===== src/hw/spi_core_cfg.svh =====
// How it works
// Core runs as bus master or as slave, chosen by a control bit.
// Serial clock is driven when master, received from outside when slave.
// MISO is sampled when master and driven when slave.
// MOSI is driven when master and received when slave.
// Master drives a primary select output toward an external peripheral.
// Master has seven more select outputs, eight selectable slaves in all.
// Slave accepts a select input that the external master asserts.
// Active-low flash select routes slave transfers to the user flash port.
// Clock polarity and phase are programmable: idle level and sample edge.
// Each byte shifts least or most significant bit first, as selected.
// Mode fault sets an error flag and can raise the interrupt output.
// Fabric reaches control, status and data over an 8-bit WISHBONE slave.
// Standby and wake requests go out only when wake-up is enabled.
// Full-duplex byte transfers; data path is buffered so next byte waits.
// Master seeing its select driven low faults and stops driving lines.
`ifndef SPI_CORE_CFG_SVH
`define SPI_CORE_CFG_SVH

// ----------------------------------------
// Register offsets
// ----------------------------------------
`define ADR_CTRL 3'h0
`define ADR_DIV  3'h1
`define ADR_SEL  3'h2
`define ADR_STAT 3'h3
`define ADR_DATA 3'h4
`define ADR_PWR  3'h5

// ----------------------------------------
// Field positions
// ----------------------------------------
`define ST_TX_READY 0
`define ST_RX_FULL  1
`define ST_MODF     2
`define ST_OVERRUN  3
`define ST_BUSY     4
`define PWR_STDBY   0
`define PWR_WAKE    1

// ----------------------------------------
// Reset values and counts
// ----------------------------------------
`define CTRL_RST   7'h00
`define DIV_RST    8'h03
`define SEL_RST    8'h01
`define PINS_RST   5'h1b
`define IDLE_BYTE  8'hff
`define LAST_EDGE  4'hf
`define FIFO_DEPTH 4

`endif


===== src/hw/spi_core_pkg.sv =====
package spi_core_pkg;

   // Control register layout, bit 0 at the bottom
   typedef struct packed {
      logic wake_en;
      logic irq_en;
      logic lsb_first;
      logic cpha;
      logic cpol;
      logic master;
      logic enable;
   } ctrl_t;

   // Synchronised pin levels
   typedef struct packed {
      logic sclk;
      logic mosi;
      logic miso;
      logic scsn;
      logic ufm_n;
   } pins_t;

   typedef enum logic [1:0] {
      IDLE,
      ACTIVE,
      DONE
   } xfer_state_t;

endpackage : spi_core_pkg


===== src/hw/spi_byte_fifo.sv =====
`timescale 1ns/1ps
module spi_byte_fifo #(
   parameter int WIDTH = 8,
   parameter int DEPTH = 4
) (
   input  wire logic             clk_sys_i,
   input  wire logic             rst_b_i,
   input  wire logic             ce_i,
   input  wire logic             in_valid_i,
   output logic                  in_ready_o,
   input  wire logic [WIDTH-1:0] in_data_i,
   output logic                  out_valid_o,
   input  wire logic             out_ready_i,
   output logic      [WIDTH-1:0] out_data_o
);
   localparam int AW = $clog2(DEPTH);

   if (DEPTH < 2 || (1 << AW) != DEPTH || WIDTH < 1) begin : g_bad_size
      $error("spi_byte_fifo: DEPTH must be a power of two, at least 2");
   end

   logic [WIDTH-1:0] mem [DEPTH];
   logic [AW:0]      wr_ptr;
   logic [AW:0]      rd_ptr;
   logic             push;
   logic             pop;

   assign in_ready_o  = (wr_ptr ^ rd_ptr) != {1'b1, {AW{1'b0}}};
   assign out_valid_o = wr_ptr != rd_ptr;
   assign out_data_o  = mem[rd_ptr[AW-1:0]];
   assign push        = in_valid_i & in_ready_o;
   assign pop         = out_valid_o & out_ready_i;

   always_ff @(posedge clk_sys_i) begin
      if (ce_i && push) begin
         mem[wr_ptr[AW-1:0]] <= in_data_i;
      end
   end

   always_ff @(posedge clk_sys_i) begin
      if (!rst_b_i) begin
         wr_ptr <= '0;
         rd_ptr <= '0;
      end else if (ce_i) begin
         if (push) begin
            wr_ptr <= wr_ptr + 1'b1;
         end
         if (pop) begin
            rd_ptr <= rd_ptr + 1'b1;
         end
      end
   end

endmodule : spi_byte_fifo


===== src/hw/spi_core.sv =====
`timescale 1ns/1ps
`include "spi_core_cfg.svh"
module spi_core import spi_core_pkg::*; #(
   parameter int FIFO_DEPTH = `FIFO_DEPTH
) (
   input  wire logic       clk_sys_i,
   input  wire logic       rst_b_i,
   input  wire logic       ce_i,
   input  wire logic       wb_cyc_i,
   input  wire logic       wb_stb_i,
   input  wire logic       wb_we_i,
   input  wire logic [2:0] wb_adr_i,
   input  wire logic [7:0] wb_dat_i,
   output logic      [7:0] wb_dat_o,
   output logic            wb_ack_o,
   input  wire logic       sclk_i,
   output logic            sclk_o,
   output logic            sclk_oe_o,
   input  wire logic       miso_i,
   output logic            miso_o,
   output logic            miso_oe_o,
   input  wire logic       mosi_i,
   output logic            mosi_o,
   output logic            mosi_oe_o,
   output logic      [7:0] csn_o,
   input  wire logic       slave_select_n_i,
   input  wire logic       user_flash_select_n_i,
   input  wire logic [7:0] flash_tx_i,
   output logic      [7:0] flash_rx_o,
   output logic            flash_rx_valid_o,
   output logic            irq_o,
   output logic            stdby_o,
   output logic            wake_o
);

   if (FIFO_DEPTH < 2) begin : g_bad_depth
      $error("spi_core: FIFO_DEPTH below 2 gives no double buffering");
   end

   // Next byte into the shifter, with the incoming bit at the far end
   function automatic logic [7:0] shift_byte(input logic [7:0] sh,
                                             input logic       b,
                                             input logic       lsb);
      shift_byte = lsb ? {b, sh[7:1]} : {sh[6:0], b};
   endfunction : shift_byte

   // ----------------------------------------
   // Pin synchronisers
   // ----------------------------------------
   pins_t meta;
   pins_t pins;
   logic  sclk_prev;

   always_ff @(posedge clk_sys_i) begin
      if (!rst_b_i) begin
         meta      <= pins_t'(`PINS_RST);
         pins      <= pins_t'(`PINS_RST);
         sclk_prev <= 1'b1;
      end else if (ce_i) begin
         meta      <= {sclk_i, mosi_i, miso_i, slave_select_n_i, user_flash_select_n_i};
         pins      <= meta;
         sclk_prev <= pins.sclk;
      end
   end

   // ----------------------------------------
   // Register state and WISHBONE decode
   // ----------------------------------------
   ctrl_t       ctrl;
   logic  [7:0] div;
   logic  [7:0] sel;
   logic        modf;
   logic        overrun;
   logic  [7:0] rx_data;
   logic        rx_full;
   xfer_state_t state;
   logic  [3:0] cnt;
   logic  [7:0] sh;
   logic        rx_bit;
   logic        to_flash;
   logic  [7:0] dcnt;

   logic       fifo_in_ready;
   logic       fifo_out_valid;
   logic [7:0] fifo_out_data;
   logic       fifo_pop;

   logic wb_hit;
   logic wb_wr;
   logic wb_rd;
   logic tx_push;
   logic rx_pop;

   assign wb_hit  = wb_cyc_i & wb_stb_i & ~wb_ack_o;
   assign tx_push = wb_hit & wb_we_i & (wb_adr_i == `ADR_DATA);
   // Full buffer holds the write off by withholding ack
   assign wb_wr   = wb_hit & wb_we_i & ~(tx_push & ~fifo_in_ready);
   assign wb_rd   = wb_hit & ~wb_we_i;
   assign rx_pop  = wb_rd & (wb_adr_i == `ADR_DATA);

   always_ff @(posedge clk_sys_i) begin
      if (!rst_b_i) begin
         wb_ack_o <= 1'b0;
         wb_dat_o <= 8'h00;
      end else if (ce_i) begin
         wb_ack_o <= wb_wr | wb_rd;
         if (wb_rd) begin
            case (wb_adr_i)
               `ADR_CTRL: wb_dat_o <= {1'b0, ctrl};
               `ADR_DIV:  wb_dat_o <= div;
               `ADR_SEL:  wb_dat_o <= sel;
               `ADR_STAT: begin
                  wb_dat_o                 <= 8'h00;
                  wb_dat_o[`ST_TX_READY]   <= fifo_in_ready;
                  wb_dat_o[`ST_RX_FULL]    <= rx_full;
                  wb_dat_o[`ST_MODF]       <= modf;
                  wb_dat_o[`ST_OVERRUN]    <= overrun;
                  wb_dat_o[`ST_BUSY]       <= (state != IDLE) | fifo_out_valid;
               end
               `ADR_DATA: wb_dat_o <= rx_data;
               default:   wb_dat_o <= 8'h00;
            endcase
         end
      end
   end

   always_ff @(posedge clk_sys_i) begin
      if (!rst_b_i) begin
         ctrl <= ctrl_t'(`CTRL_RST);
         div  <= `DIV_RST;
         sel  <= `SEL_RST;
      end else if (ce_i && wb_wr) begin
         case (wb_adr_i)
            `ADR_CTRL: ctrl <= ctrl_t'(wb_dat_i[6:0]);
            `ADR_DIV:  div  <= wb_dat_i;
            `ADR_SEL:  sel  <= wb_dat_i;
            default:   ;
         endcase
      end
   end

   // ----------------------------------------
   // Transmit buffer
   // ----------------------------------------
   spi_byte_fifo #(
      .WIDTH (8),
      .DEPTH (FIFO_DEPTH)
   ) u_tx_fifo (
      .clk_sys_i   (clk_sys_i),
      .rst_b_i     (rst_b_i),
      .ce_i        (ce_i),
      .in_valid_i  (tx_push),
      .in_ready_o  (fifo_in_ready),
      .in_data_i   (wb_dat_i),
      .out_valid_o (fifo_out_valid),
      .out_ready_i (fifo_pop),
      .out_data_o  (fifo_out_data)
   );

   // ----------------------------------------
   // Shift engine
   // ----------------------------------------
   logic       master_mode;
   logic       slave_sel;
   logic       tick;
   logic       edge_p;
   logic       sample;
   logic       in_bit;
   logic       last;
   logic       start;
   logic       reload;
   logic [7:0] load_byte;
   logic [7:0] done_word;

   assign master_mode = ctrl.enable & ctrl.master & ~modf;
   assign slave_sel   = ctrl.enable & ~ctrl.master & (~pins.scsn | ~pins.ufm_n);
   assign tick        = dcnt == div;
   assign edge_p      = (state == ACTIVE) &
                        (ctrl.master ? tick : (pins.sclk ^ sclk_prev));
   assign sample      = cnt[0] == ctrl.cpha;
   assign in_bit      = ctrl.master ? pins.miso : pins.mosi;
   assign last        = edge_p & (cnt == `LAST_EDGE);
   assign done_word   = shift_byte(sh, sample ? in_bit : rx_bit, ctrl.lsb_first);
   assign start       = (state == IDLE) &
                        ((master_mode & fifo_out_valid) | slave_sel);
   assign reload      = last & ~ctrl.master & slave_sel;
   // Slave without flash select and with nothing queued answers with an all-ones byte
   assign load_byte   = (~ctrl.master & ~pins.ufm_n) ? flash_tx_i :
                        fifo_out_valid ? fifo_out_data : `IDLE_BYTE;
   assign fifo_pop    = ce_i & (start | reload) & fifo_out_valid &
                        (ctrl.master | pins.ufm_n);

   always_ff @(posedge clk_sys_i) begin
      if (!rst_b_i) begin
         dcnt <= 8'h00;
      end else if (ce_i) begin
         if (state == IDLE || tick) begin
            dcnt <= 8'h00;
         end else begin
            dcnt <= dcnt + 8'h01;
         end
      end
   end

   always_ff @(posedge clk_sys_i) begin
      if (!rst_b_i) begin
         state    <= IDLE;
         cnt      <= 4'h0;
         sh       <= 8'h00;
         rx_bit   <= 1'b0;
         to_flash <= 1'b0;
      end else if (ce_i) begin
         case (state)
            IDLE: begin
               if (start) begin
                  state    <= ACTIVE;
                  cnt      <= 4'h0;
                  sh       <= load_byte;
                  to_flash <= ~ctrl.master & ~pins.ufm_n;
               end
            end
            ACTIVE: begin
               if (ctrl.master ? ~master_mode : ~slave_sel) begin
                  state <= IDLE;
               end else if (reload) begin
                  cnt      <= 4'h0;
                  sh       <= load_byte;
                  to_flash <= ~pins.ufm_n;
               end else if (last) begin
                  state <= DONE;
               end else if (edge_p) begin
                  cnt <= cnt + 4'h1;
                  if (sample) begin
                     rx_bit <= in_bit;
                  end else if (!(ctrl.cpha && cnt == 4'h0)) begin
                     sh <= shift_byte(sh, rx_bit, ctrl.lsb_first);
                  end
               end
            end
            DONE: begin
               // Master keeps select low for one more half period
               if (!ctrl.master || tick || !master_mode) begin
                  state <= IDLE;
               end
            end
            default: state <= IDLE;
         endcase
      end
   end

   // ----------------------------------------
   // Received bytes and flags
   // ----------------------------------------
   always_ff @(posedge clk_sys_i) begin
      if (!rst_b_i) begin
         rx_data          <= 8'h00;
         rx_full          <= 1'b0;
         overrun          <= 1'b0;
         flash_rx_o       <= 8'h00;
         flash_rx_valid_o <= 1'b0;
      end else if (ce_i) begin
         flash_rx_valid_o <= 1'b0;
         if (rx_pop)
            rx_full <= 1'b0;
         if (wb_wr && wb_adr_i == `ADR_STAT && wb_dat_i[`ST_OVERRUN]) begin
            overrun <= 1'b0;
         end
         if (last && state == ACTIVE) begin
            if (to_flash) begin
               flash_rx_o       <= done_word;
               flash_rx_valid_o <= 1'b1;
            end else begin
               rx_data <= done_word;
               rx_full <= 1'b1;
               // Unread byte is overwritten; overrun tells software
               if (rx_full && !rx_pop) begin
                  overrun <= 1'b1;
               end
            end
         end
      end
   end

   always_ff @(posedge clk_sys_i) begin
      if (!rst_b_i) begin
         modf  <= 1'b0;
         irq_o <= 1'b0;
      end else if (ce_i) begin
         // Set wins over a clear in the same cycle
         if (ctrl.enable && ctrl.master && !pins.scsn) begin
            modf <= 1'b1;
         end else if (wb_wr && wb_adr_i == `ADR_STAT && wb_dat_i[`ST_MODF]) begin
            modf <= 1'b0;
         end
         irq_o <= modf & ctrl.irq_en;
      end
   end

   // ----------------------------------------
   // Pin drivers
   // ----------------------------------------
   always_ff @(posedge clk_sys_i) begin
      if (!rst_b_i) begin
         sclk_o    <= 1'b0;
         sclk_oe_o <= 1'b0;
         mosi_o    <= 1'b0;
         mosi_oe_o <= 1'b0;
         miso_o    <= 1'b0;
         miso_oe_o <= 1'b0;
         csn_o     <= 8'hff;
      end else if (ce_i) begin
         if (state == IDLE || !master_mode) begin
            sclk_o <= ctrl.cpol;
         end else if (edge_p) begin
            sclk_o <= ~sclk_o;
         end
         sclk_oe_o <= master_mode;
         mosi_o    <= ctrl.lsb_first ? sh[0] : sh[7];
         miso_o    <= ctrl.lsb_first ? sh[0] : sh[7];
         mosi_oe_o <= master_mode;
         miso_oe_o <= slave_sel;
         if (start && master_mode) begin
            csn_o <= ~sel;
         end else if (!master_mode || (state == DONE && tick) || state == IDLE) begin
            csn_o <= 8'hff;
         end
      end
   end

   always_ff @(posedge clk_sys_i) begin
      if (!rst_b_i) begin
         stdby_o <= 1'b0;
         wake_o  <= 1'b0;
      end else if (ce_i) begin
         stdby_o <= wb_wr && wb_adr_i == `ADR_PWR && wb_dat_i[`PWR_STDBY] && ctrl.wake_en;
         wake_o  <= wb_wr && wb_adr_i == `ADR_PWR && wb_dat_i[`PWR_WAKE] && ctrl.wake_en;
      end
   end

endmodule : spi_core


===== config.mk =====
export PLATFORM = sky130hd
export DESIGN_NAME = spi_core
export DESIGN_NICKNAME = d
export VERILOG_FILES = /design/src/hw/spi_core_pkg.sv /design/src/hw/spi_byte_fifo.sv /design/src/hw/spi_core.sv
export VERILOG_INCLUDE_DIRS = /design/src /design/src/hw
export SDC_FILE = /design/constraint.sdc
export NUM_CORES = 1
export LEC_CHECK = 0
export ABC_AREA = 1
export ABC_CLOCK_PERIOD_IN_PS = 2300
export BUFFER_PORTS_ARGS = -buffer_cell sky130_fd_sc_hd__buf_4
export CORE_UTILIZATION = 59
export DETAILED_ROUTE_END_ITERATION = 12
export GPL_TIMING_DRIVEN = 0
export PLACE_DENSITY = 0.8
export SLEW_MARGIN = 25
export SYNTH_ARGS = -nofsm -noshare
export SYNTH_HDL_FRONTEND = slang
export SYNTH_SLANG_ARGS = --single-unit
export TNS_END_PERCENT = 20

===== constraint.sdc =====
create_clock -name clk_sys_i -period 2.3 [get_ports clk_sys_i]
set_input_delay 0.23 -clock clk_sys_i [delete_from_list [all_inputs] [get_ports clk_sys_i]]
set_output_delay 0.23 -clock clk_sys_i [all_outputs]
set_load 0.03 [all_outputs]

==> results of run 1 <==
[worst max path at each step]
stage          depth (start not counted)  slack (ns)                  end
2_1_floorplan                          6        0.32  u_tx_fifo.wr_ptr[2]
3_3_place_gp                           6       -0.13  u_tx_fifo.wr_ptr[2]
3_5_place_dp                           8       -0.17  u_tx_fifo.wr_ptr[2]
4_1_cts                                3       -0.01  u_tx_fifo.mem[1][0]
5_1_grt                                7       -0.04               sel[7]
6_report                               7        0.08               sel[7]
[cells by family after synthesis]
group	after synthesis	synth area share (%)
AOI/OAI and AO/OA	201	17.8
adders and majority gates	8	1.57
buffers and inverters	120	7.84
xor gates and xnor gates	13	1.79
DFF	142	49.7
and+or+nand+nor	309	21.3
[final cells by class]
class | instances | area [um^2] | share of cell area [%]
buffer | 29 | 158 | 2.04
clock buffer | 24 | 450 | 5.82
clock inverter | 8 | 90.1 | 1.16
inverter | 91 | 342 | 4.41
multi-input combinational | 531 | 2740 | 35.4
sequential | 142 | 3160 | 40.8
tap | 136 | 170 | 2.20
timing repair buffer | 80 | 633 | 8.17
[worst register-to-register path, stage by stage (launching register included)]
cell and delay (ns):
dfxtp_1 0.34, nor4_1 0.52, nand2_1 0.19, nor2_2 0.35, nand2_1 0.20, clkbuf_1 0.24, o21ai_0 0.20, a21oi_1 0.06
[layout by cell type (no fill, tap or decap), types with 2 or more instances in the layout]
cell             n
nor2_1          85
nand2_1        139
o21a_1           2
nor3_2           2
nor2_2           7
o221ai_1         5
o21ai_1          2
nand4_1          4
dfxtp_1        110
clkinv_2         3
a31oi_1          2
dlygate4sd3_1   13
clkbuf_1        27
xnor2_1          9
o21ai_0         85
nor2_4           5
edfxtp_1        32
inv_1           86
clkbuf_8         3
bufinv_16        2
a211oi_1        13
nor4_1           5
buf_6            4
ha_1             8
xor2_1           4
nor3_4           3
a21oi_1         64
o22a_1           6
clkinv_1         4
o22ai_1         11
nor3_1          10
buf_4           69
nand2_2          7
a221oi_1         2
clkbuf_16       16
inv_2            3
o211ai_1         2
nand3_1         37
[registers in the layout (all words and copies together), names as in the netlist, 4 cells and up, named ones only]
signal and count:
meta 5, cnt 4, sh 8, dcnt 8
u_tx_fifo.mem 32, flash_rx_o 8, wb_dat_o 8, sel 8
rx_data 8, pins 5, div 8, csn_o 8
ctrl 7
[per-layer routing]
layer | global-route usage [%] | vias to the layer above | part of all wire [%]
met3 | 7.98 | 52 | 7.6
li1 | - | 2864 | -
met2 | 53.6 | 273 | 47
met4 | 15.5 | 0 | 3.5
met1 | 40.8 | 2724 | 42
met5 | 0 | - | 0
[stage by stage]
stage / setup WS, ns / hold WS (ns)
floorplan: 0.317 / 0.329
global placement: -0.133 / 0.440
detailed placement: -0.173 / 0.446
CTS: -0.0107 / 0.0365
global route: -0.0420 / 0.0598
finish: 0.0816 / 0.0469
[repair_timing]
action | 4_1_cts | 5_1_grt
setup endpoints to repair | 20 | 34
pin swaps | 0 | 1
resized for setup | 3 | 7
cloned | 0 | 0
buffers inserted | 0 | 3
hold buffers | 13 | 0
endpoints found under the hold margin | 37 | 0
[power groups by stage]
stage | sequential (mW) | clock [mW] | combinational [mW]
6_report | 2.65 | 2.56 | 0.546
5_1_grt | 2.65 | 2.67 | 0.594
4_1_cts | 2.65 | 2.56 | 0.532
3_5_place_dp | 2.70 | 0 | 0.509
3_3_place_gp | 2.70 | 0 | 0.496
2_1_floorplan | 2.72 | 0 | 0.295
==> reports/metrics.csv, run 1 <==
stage,metric,value,unit
hold_path,Hold Crit Class,primary input to register,
setup_path,crit end category,register,
finish,Area Overhead vs Synth,21.6,%
sta,RSZ-0062 raised after global routing,yes,
grt,initial antenna violation count,0,
synth,#FFs+latches synth,142,
pwr,Leakage,3.11,nW
place,gpl congestion,0.944,
finish,Layout Utilization,74.4,%
sta,Rel. slew slack,55.5,%
setup_path,CP dominant cell by count,nand2_1,
synth,synth top area cells,"dfxtp_1 (35%), edfxtp_1 (15%), nand2_1 (8.4%)",
setup_path,Setup CP Type,register to register,
place,Port Buffer Count,64,
clock_tree,clk_lat worst skew,0.53,ns
grt,number of global-route vias before repair,5563,
finish,post-route cell area,7740,um^2
synth,Unique masters post-synth,46,
setup_path,slowest CP cell,nor4_1,
setup_path,worst reg2reg setup slack,0.08,ns
grt,first-pass GRT wire length,27700,um
clock_tree,H-tree depth,4,
route,DRT antenna net count,0,
status,outcome,completed,
synth,"EDFF count, synth",32,
die,Core ar.,10400,um^2
finish,Antenna Cells,0,
sta,fin. max-slew vios,0,
die,Core Rows,37,
setup_path,Critical R2R Capture,sel[7],
job,MaxCap Viol Count,0,
synth,"Seq/Total Area, Yosys",49.7,%
clock_tree,cts bufs inserted,17,
pwr,Comb power frac,9.5,%
setup_path,CP Launch Type,register,
finish,final net count,930,
finish,fill cell count,752,
hold_path,Hold Crit Depth,4,
pwr,sequential power share,46.0,%
die,Boundary Pins,65,
die,Starting Density,61.1,%
setup_path,Worst EP required,2.71,ns
pwr,clock power share,44.5,%
setup_path,CP top delay family,simple AND/OR/NAND/NOR gates,
route,drt total wl,17900,um
setup_path,Crit Reg-Reg Startpoint,wb_ack_o,
setup_path,WP data arrival,2.63,ns
finish,non-filler instance count after layout,1041,
synth,post-synth top area share,34.6,%
pwr,Pint,4.35,mW
place,Post-DP Area,7020,um^2
setup_path,depth of the worst register-to-register path,7,
clock_tree,worst-case clock buffer depth,2,
clock_tree,clock sinks,142,
synth,Synth top cells by count,"nand2_1 (142), dfxtp_1 (110), nor2_1 (89)",
setup_path,CP Cell Sequence,"nor4_1, nand2_1, nor2_2, nand2_1, clkbuf_1, o21ai_0, a21oi_1",
route,drc violations,0,
finish,layout cells sized above 1,14.3,%
pwr,Pwr Total,5.75,mW
route,DR iter-0 viols,520,
synth,"Cell Area, Synth",6370,um^2
synth,Cells after Synth,793,
sta,Final setup violation count,0,
synth,largest area contributor in the netlist,dfxtp_1,
pwr,PwrDens,743,nW/um^2
setup_path,CP max FO,10,
place,DP Cell Count,993,
clock_tree,CTS tree,built,
pwr,sw power,1.40,mW
sta,Max Fclk,0.451,GHz
hold_path,WHS Endpoint,dcnt[0],
synth,ys flop type,dfxtp_1,
hold_path,Worst Hold Launch,ce_i,
synth,async set-reset flop share out of synthesis,0,%
sta,Final TNS setup,0,ns
place,DP Wirelength,12600,um
sta,Final Critical Period,2.22,ns
grt,largest net degree at the start of global routing,17,
route,total vias in the final route,5913,
sta,Hold Fails Final Rpt,0,
synth,Synth Net Count,831,
die,die height,106,um
die,DIE AREA,11200,um^2
pwr,Max VDD drop,0.573,mV
sta,Worst-Margin Slew,0.668,ns
clock_tree,clock slew at reported path FFs,0.06,ns
sta,Layout Skew,0.00737,ns
pwr,Sw Ratio,24.3,%
route,DR vias/cell,5.68,
grt,Global Route Usage Sum,32.8,%
synth,Ys Warns,0,
synth,"count leader, synth",nand2_1,
grt,Overflow after GRT,0,
setup_path,CP Launch Point,wb_ack_o,
setup_path,delay of the slowest critical-path stage,0.52,ns
route,DR WL/cell,17.2,um
die,DIE WIDTH,106,um
setup_path,WP buf/inv,1,
synth,Mean Syn Cell Area,8.03,um^2
route,Detailed Routing Iterations Pass 1,6,
sta,fin crit share,96.5,%
clock_tree,clk root buf,clkbuf_8,
Power figures use the tool's default switching activity.
==> inputs of run 2 (changes only) <==
--- a/config.mk
+++ b/config.mk
@@ -7,12 +7,14 @@
 export NUM_CORES = 1
 export LEC_CHECK = 0
 export ABC_AREA = 1
-export ABC_CLOCK_PERIOD_IN_PS = 2300
+export ABC_CLOCK_PERIOD_IN_PS = 2270
 export BUFFER_PORTS_ARGS = -buffer_cell sky130_fd_sc_hd__buf_4
-export CORE_UTILIZATION = 59
+export CELL_PAD_IN_SITES_DETAIL_PLACEMENT = 0
+export CELL_PAD_IN_SITES_GLOBAL_PLACEMENT = 1
+export CORE_UTILIZATION = 44
 export DETAILED_ROUTE_END_ITERATION = 12
 export GPL_TIMING_DRIVEN = 0
-export PLACE_DENSITY = 0.8
+export PLACE_DENSITY_LB_ADDON = 0.1
 export SLEW_MARGIN = 25
 export SYNTH_ARGS = -nofsm -noshare
 export SYNTH_HDL_FRONTEND = slang
==> constraint.sdc (replaced) <==
create_clock -name clk_sys_i -period 2.27 [get_ports clk_sys_i]
set_input_delay 0.227 -clock clk_sys_i [delete_from_list [all_inputs] [get_ports clk_sys_i]]
set_output_delay 0.227 -clock clk_sys_i [all_outputs]
set_load 0.03 [all_outputs]
==> run 2 against run 1 <==
  * Critical path depth grew 5
  * Global-route usage shrank 6.5 points
  * Combinational power shrank 2%
  * Worst setup slack better by 0.074 ns
  * Highest routed layer unchanged
  * Largest cell class unchanged
  * Final cell count grew 2.8%
  * Register-to-register slack gained 0.07 ns
  * Final area about the same
==> reports/metrics.csv, run 2 (synthesized netlist as in run 1, its figures left out) <==
stage,metric,value,unit,change
clock_tree,clock sinks,142,,unchanged
setup_path,WP data arrival,2.45,ns,-0.18 ns
die,die height,122,um,+15%
setup_path,CP Cell Sequence,"inv_1, nand2_1, nand2_1, nand2_1, nor2_1, nand2_1, nand2_1, nand3_2, nor3_4, buf_6, nor2_1, a211oi_1",,
setup_path,delay of the slowest critical-path stage,0.37,ns,-0.15 ns
job,MaxCap Viol Count,0,,unchanged
status,outcome,completed,,
route,WL met3,895,um,-34%
place,DP Cell Count,1037,,+4.4%
grt,first-pass GRT wire length,28800,um,+4.0%
sta,Final Critical Period,2.11,ns,-0.104 ns
sta,Worst-Margin Slew,0.745,ns,+0.0769 ns
sta,Final setup violation count,0,,unchanged
clock_tree,clk_lat worst skew,0.42,ns,-0.11 ns
die,Starting Density,45.5,%,-16 points
pwr,Max VDD drop,0.529,mV,-7.8%
setup_path,CP dominant cell by count,nand2_1,,
sta,fin crit share,93.1,%,-3.3 points
place,DP Wirelength,13800,um,+9.4%
route,total vias in the final route,5749,,-2.8%
setup_path,slowest CP cell,nor3_4,,
setup_path,Worst EP required,2.60,ns,-0.11 ns
route,top routing layer used,met4,,
setup_path,CP Launch Type,register,,
die,Core ar.,14000,um^2,+34%
sta,Rel. slew slack,50.3,%,-5.1 points
sta,Final TNS setup,0,ns,unchanged
pwr,PwrDens,793,nW/um^2,+6.8%
setup_path,CP max FO,10,,unchanged
finish,non-filler instance count after layout,1070,,+2.8%
hold_path,Hold Crit Depth,3,,-1
clock_tree,H-tree depth,4,,unchanged
finish,most frequent cells in the layout,"nand2_1 (141), dfxtp_1 (110), inv_1 (86), nor2_1 (85), o21ai_0 (85)",,
sta,RSZ-0062 raised after global routing,yes,,
finish,"most common cell after layout, fill and taps aside",nand2_1,,
clock_tree,worst-case clock buffer depth,2,,unchanged
pwr,Leakage,3.10,nW,-0.59%
setup_path,crit end category,register,,
grt,largest net degree at the start of global routing,17,,unchanged
sta,fin. max-slew vios,0,,unchanged
route,Detailed Routing Iterations Pass 1,7,,+1
grt,Overflow after GRT,0,,unchanged
sta,Max Fclk,0.473,GHz,+4.9%
clock_tree,cts bufs inserted,17,,unchanged
die,Boundary Pins,65,,unchanged
hold_path,Hold Crit Class,primary input to register,,
place,Post-Place Setup Slack,-0.372,ns,-0.199 ns
die,DIE WIDTH,122,um,+15%
sta,Layout Skew,0.00844,ns,+0.00107 ns
setup_path,depth of the worst register-to-register path,12,,+5
finish,Area Overhead vs Synth,21.6,%,about the same
place,gpl congestion,0.871,,-7.8%
place,Port Buffer Count,64,,unchanged
route,DR iter-0 viols,417,,-20%
route,DRT antenna net count,0,,unchanged
route,drt total wl,18900,um,+5.6%
route,DR WL/cell,17.6,um,+2.8%
route,drc violations,0,,unchanged
finish,final net count,915,,-1.6%
pwr,Pwr Total,6.14,mW,+6.7%
sta,Setup WS post-layout,0.156,ns,+0.0741 ns
finish,fill cell count,1337,,+78%
finish,max reg flops,32,,unchanged
setup_path,Setup CP Type,register to register,,
route,DR vias/cell,5.37,,-5.4%
grt,initial antenna violation count,0,,unchanged
finish,layout cells sized above 1,14.7,%,+0.46 points
die,Core Rows,43,,+16%
clock_tree,CTS tree,built,,
grt,Global Route Usage Sum,26.3,%,-6.5 points
clock_tree,clk root buf,clkbuf_16,,
sta,Hold Fails Final Rpt,0,,unchanged
finish,Antenna Cells,0,,unchanged
clock_tree,clock slew at reported path FFs,0.06,ns,about the same
route,wire length on met1,8440,um,+13%
die,DIE AREA,15000,um^2,+33%
route,met2 WL post-DR,9140,um,+8.5%
grt,number of global-route vias before repair,5407,,-2.8%
==> run 2: final timing paths <==
kind                         to        startpoint  slack (ns)
setup / recovery  flash_rx_o[5]            div[1]        0.16
hold / removal          meta[1]  slave_select_n_i        0.02
setup reg to reg  flash_rx_o[5]            div[1]        0.16
hold reg to reg         meta[1]           meta[1]        0.46
==> run 2: final cells by class <==
class / instances / area [um^2] / share of cell area [%]
Multi-Input combinational cell: 531 / 2750 / 35.5
Timing Repair Buffer: 65 / 488 / 6.30
Clock buffer: 21 / 450 / 5.82
Buffer: 29 / 158 / 2.04
Inverter: 91 / 342 / 4.41
Sequential cell: 142 / 3160 / 40.9
Clock inverter: 11 / 166 / 2.15
Tap cell: 180 / 225 / 2.91
==> run 2: routing by layer <==
| layer | vias to the layer above | GRT usage, % |
|---|---|---|
| met5 | - | 0 |
| met4 | 0 | 10.4 |
| met3 | 22 | 4.14 |
| met2 | 145 | 44.3 |
| met1 | 2743 | 33.5 |
| li1 | 2839 | - |
==> run 2: metrics by stage <==
step	area, um^2	hold WS [ns]	util (%)
final	7740	0.0156	55.3
after global routing	7740	0.0158	55.3
after CTS	7700	0.00757	55.0
after detailed placement	7070	0.443	50.6
after global placement	7070	0.438	50.6
after floorplan	6370	0.326	-
==> run 2: power by group <==
group	total, mW	switching [mW]	internal [mW]
sequential	2.68	0.0423	2.64
combinational	0.534	0.358	0.175
clock	2.93	1.06	1.87
==> run 2: critical path: cells and delay by family (launching register included) <==
| family | cells | cell delay (ns) |
|---|---|---|
| flops | 1 | 0.31 |
| buf+inv | 2 | 0.35 |
| compound gates | 1 | 0.15 |
| simple gates | 9 | 1.19 |
==> run 2: timing repair <==
| action | 4_1_cts | 5_1_grt |
|---|---|---|
| endpoints found under the hold margin | 0 | 0 |
| gates resized for setup | 3 | 8 |
| setup buffers | 0 | 1 |
| hold buffers | 0 | 0 |
| setup endpoints to repair | 48 | 52 |
| pin swaps | 0 | 1 |
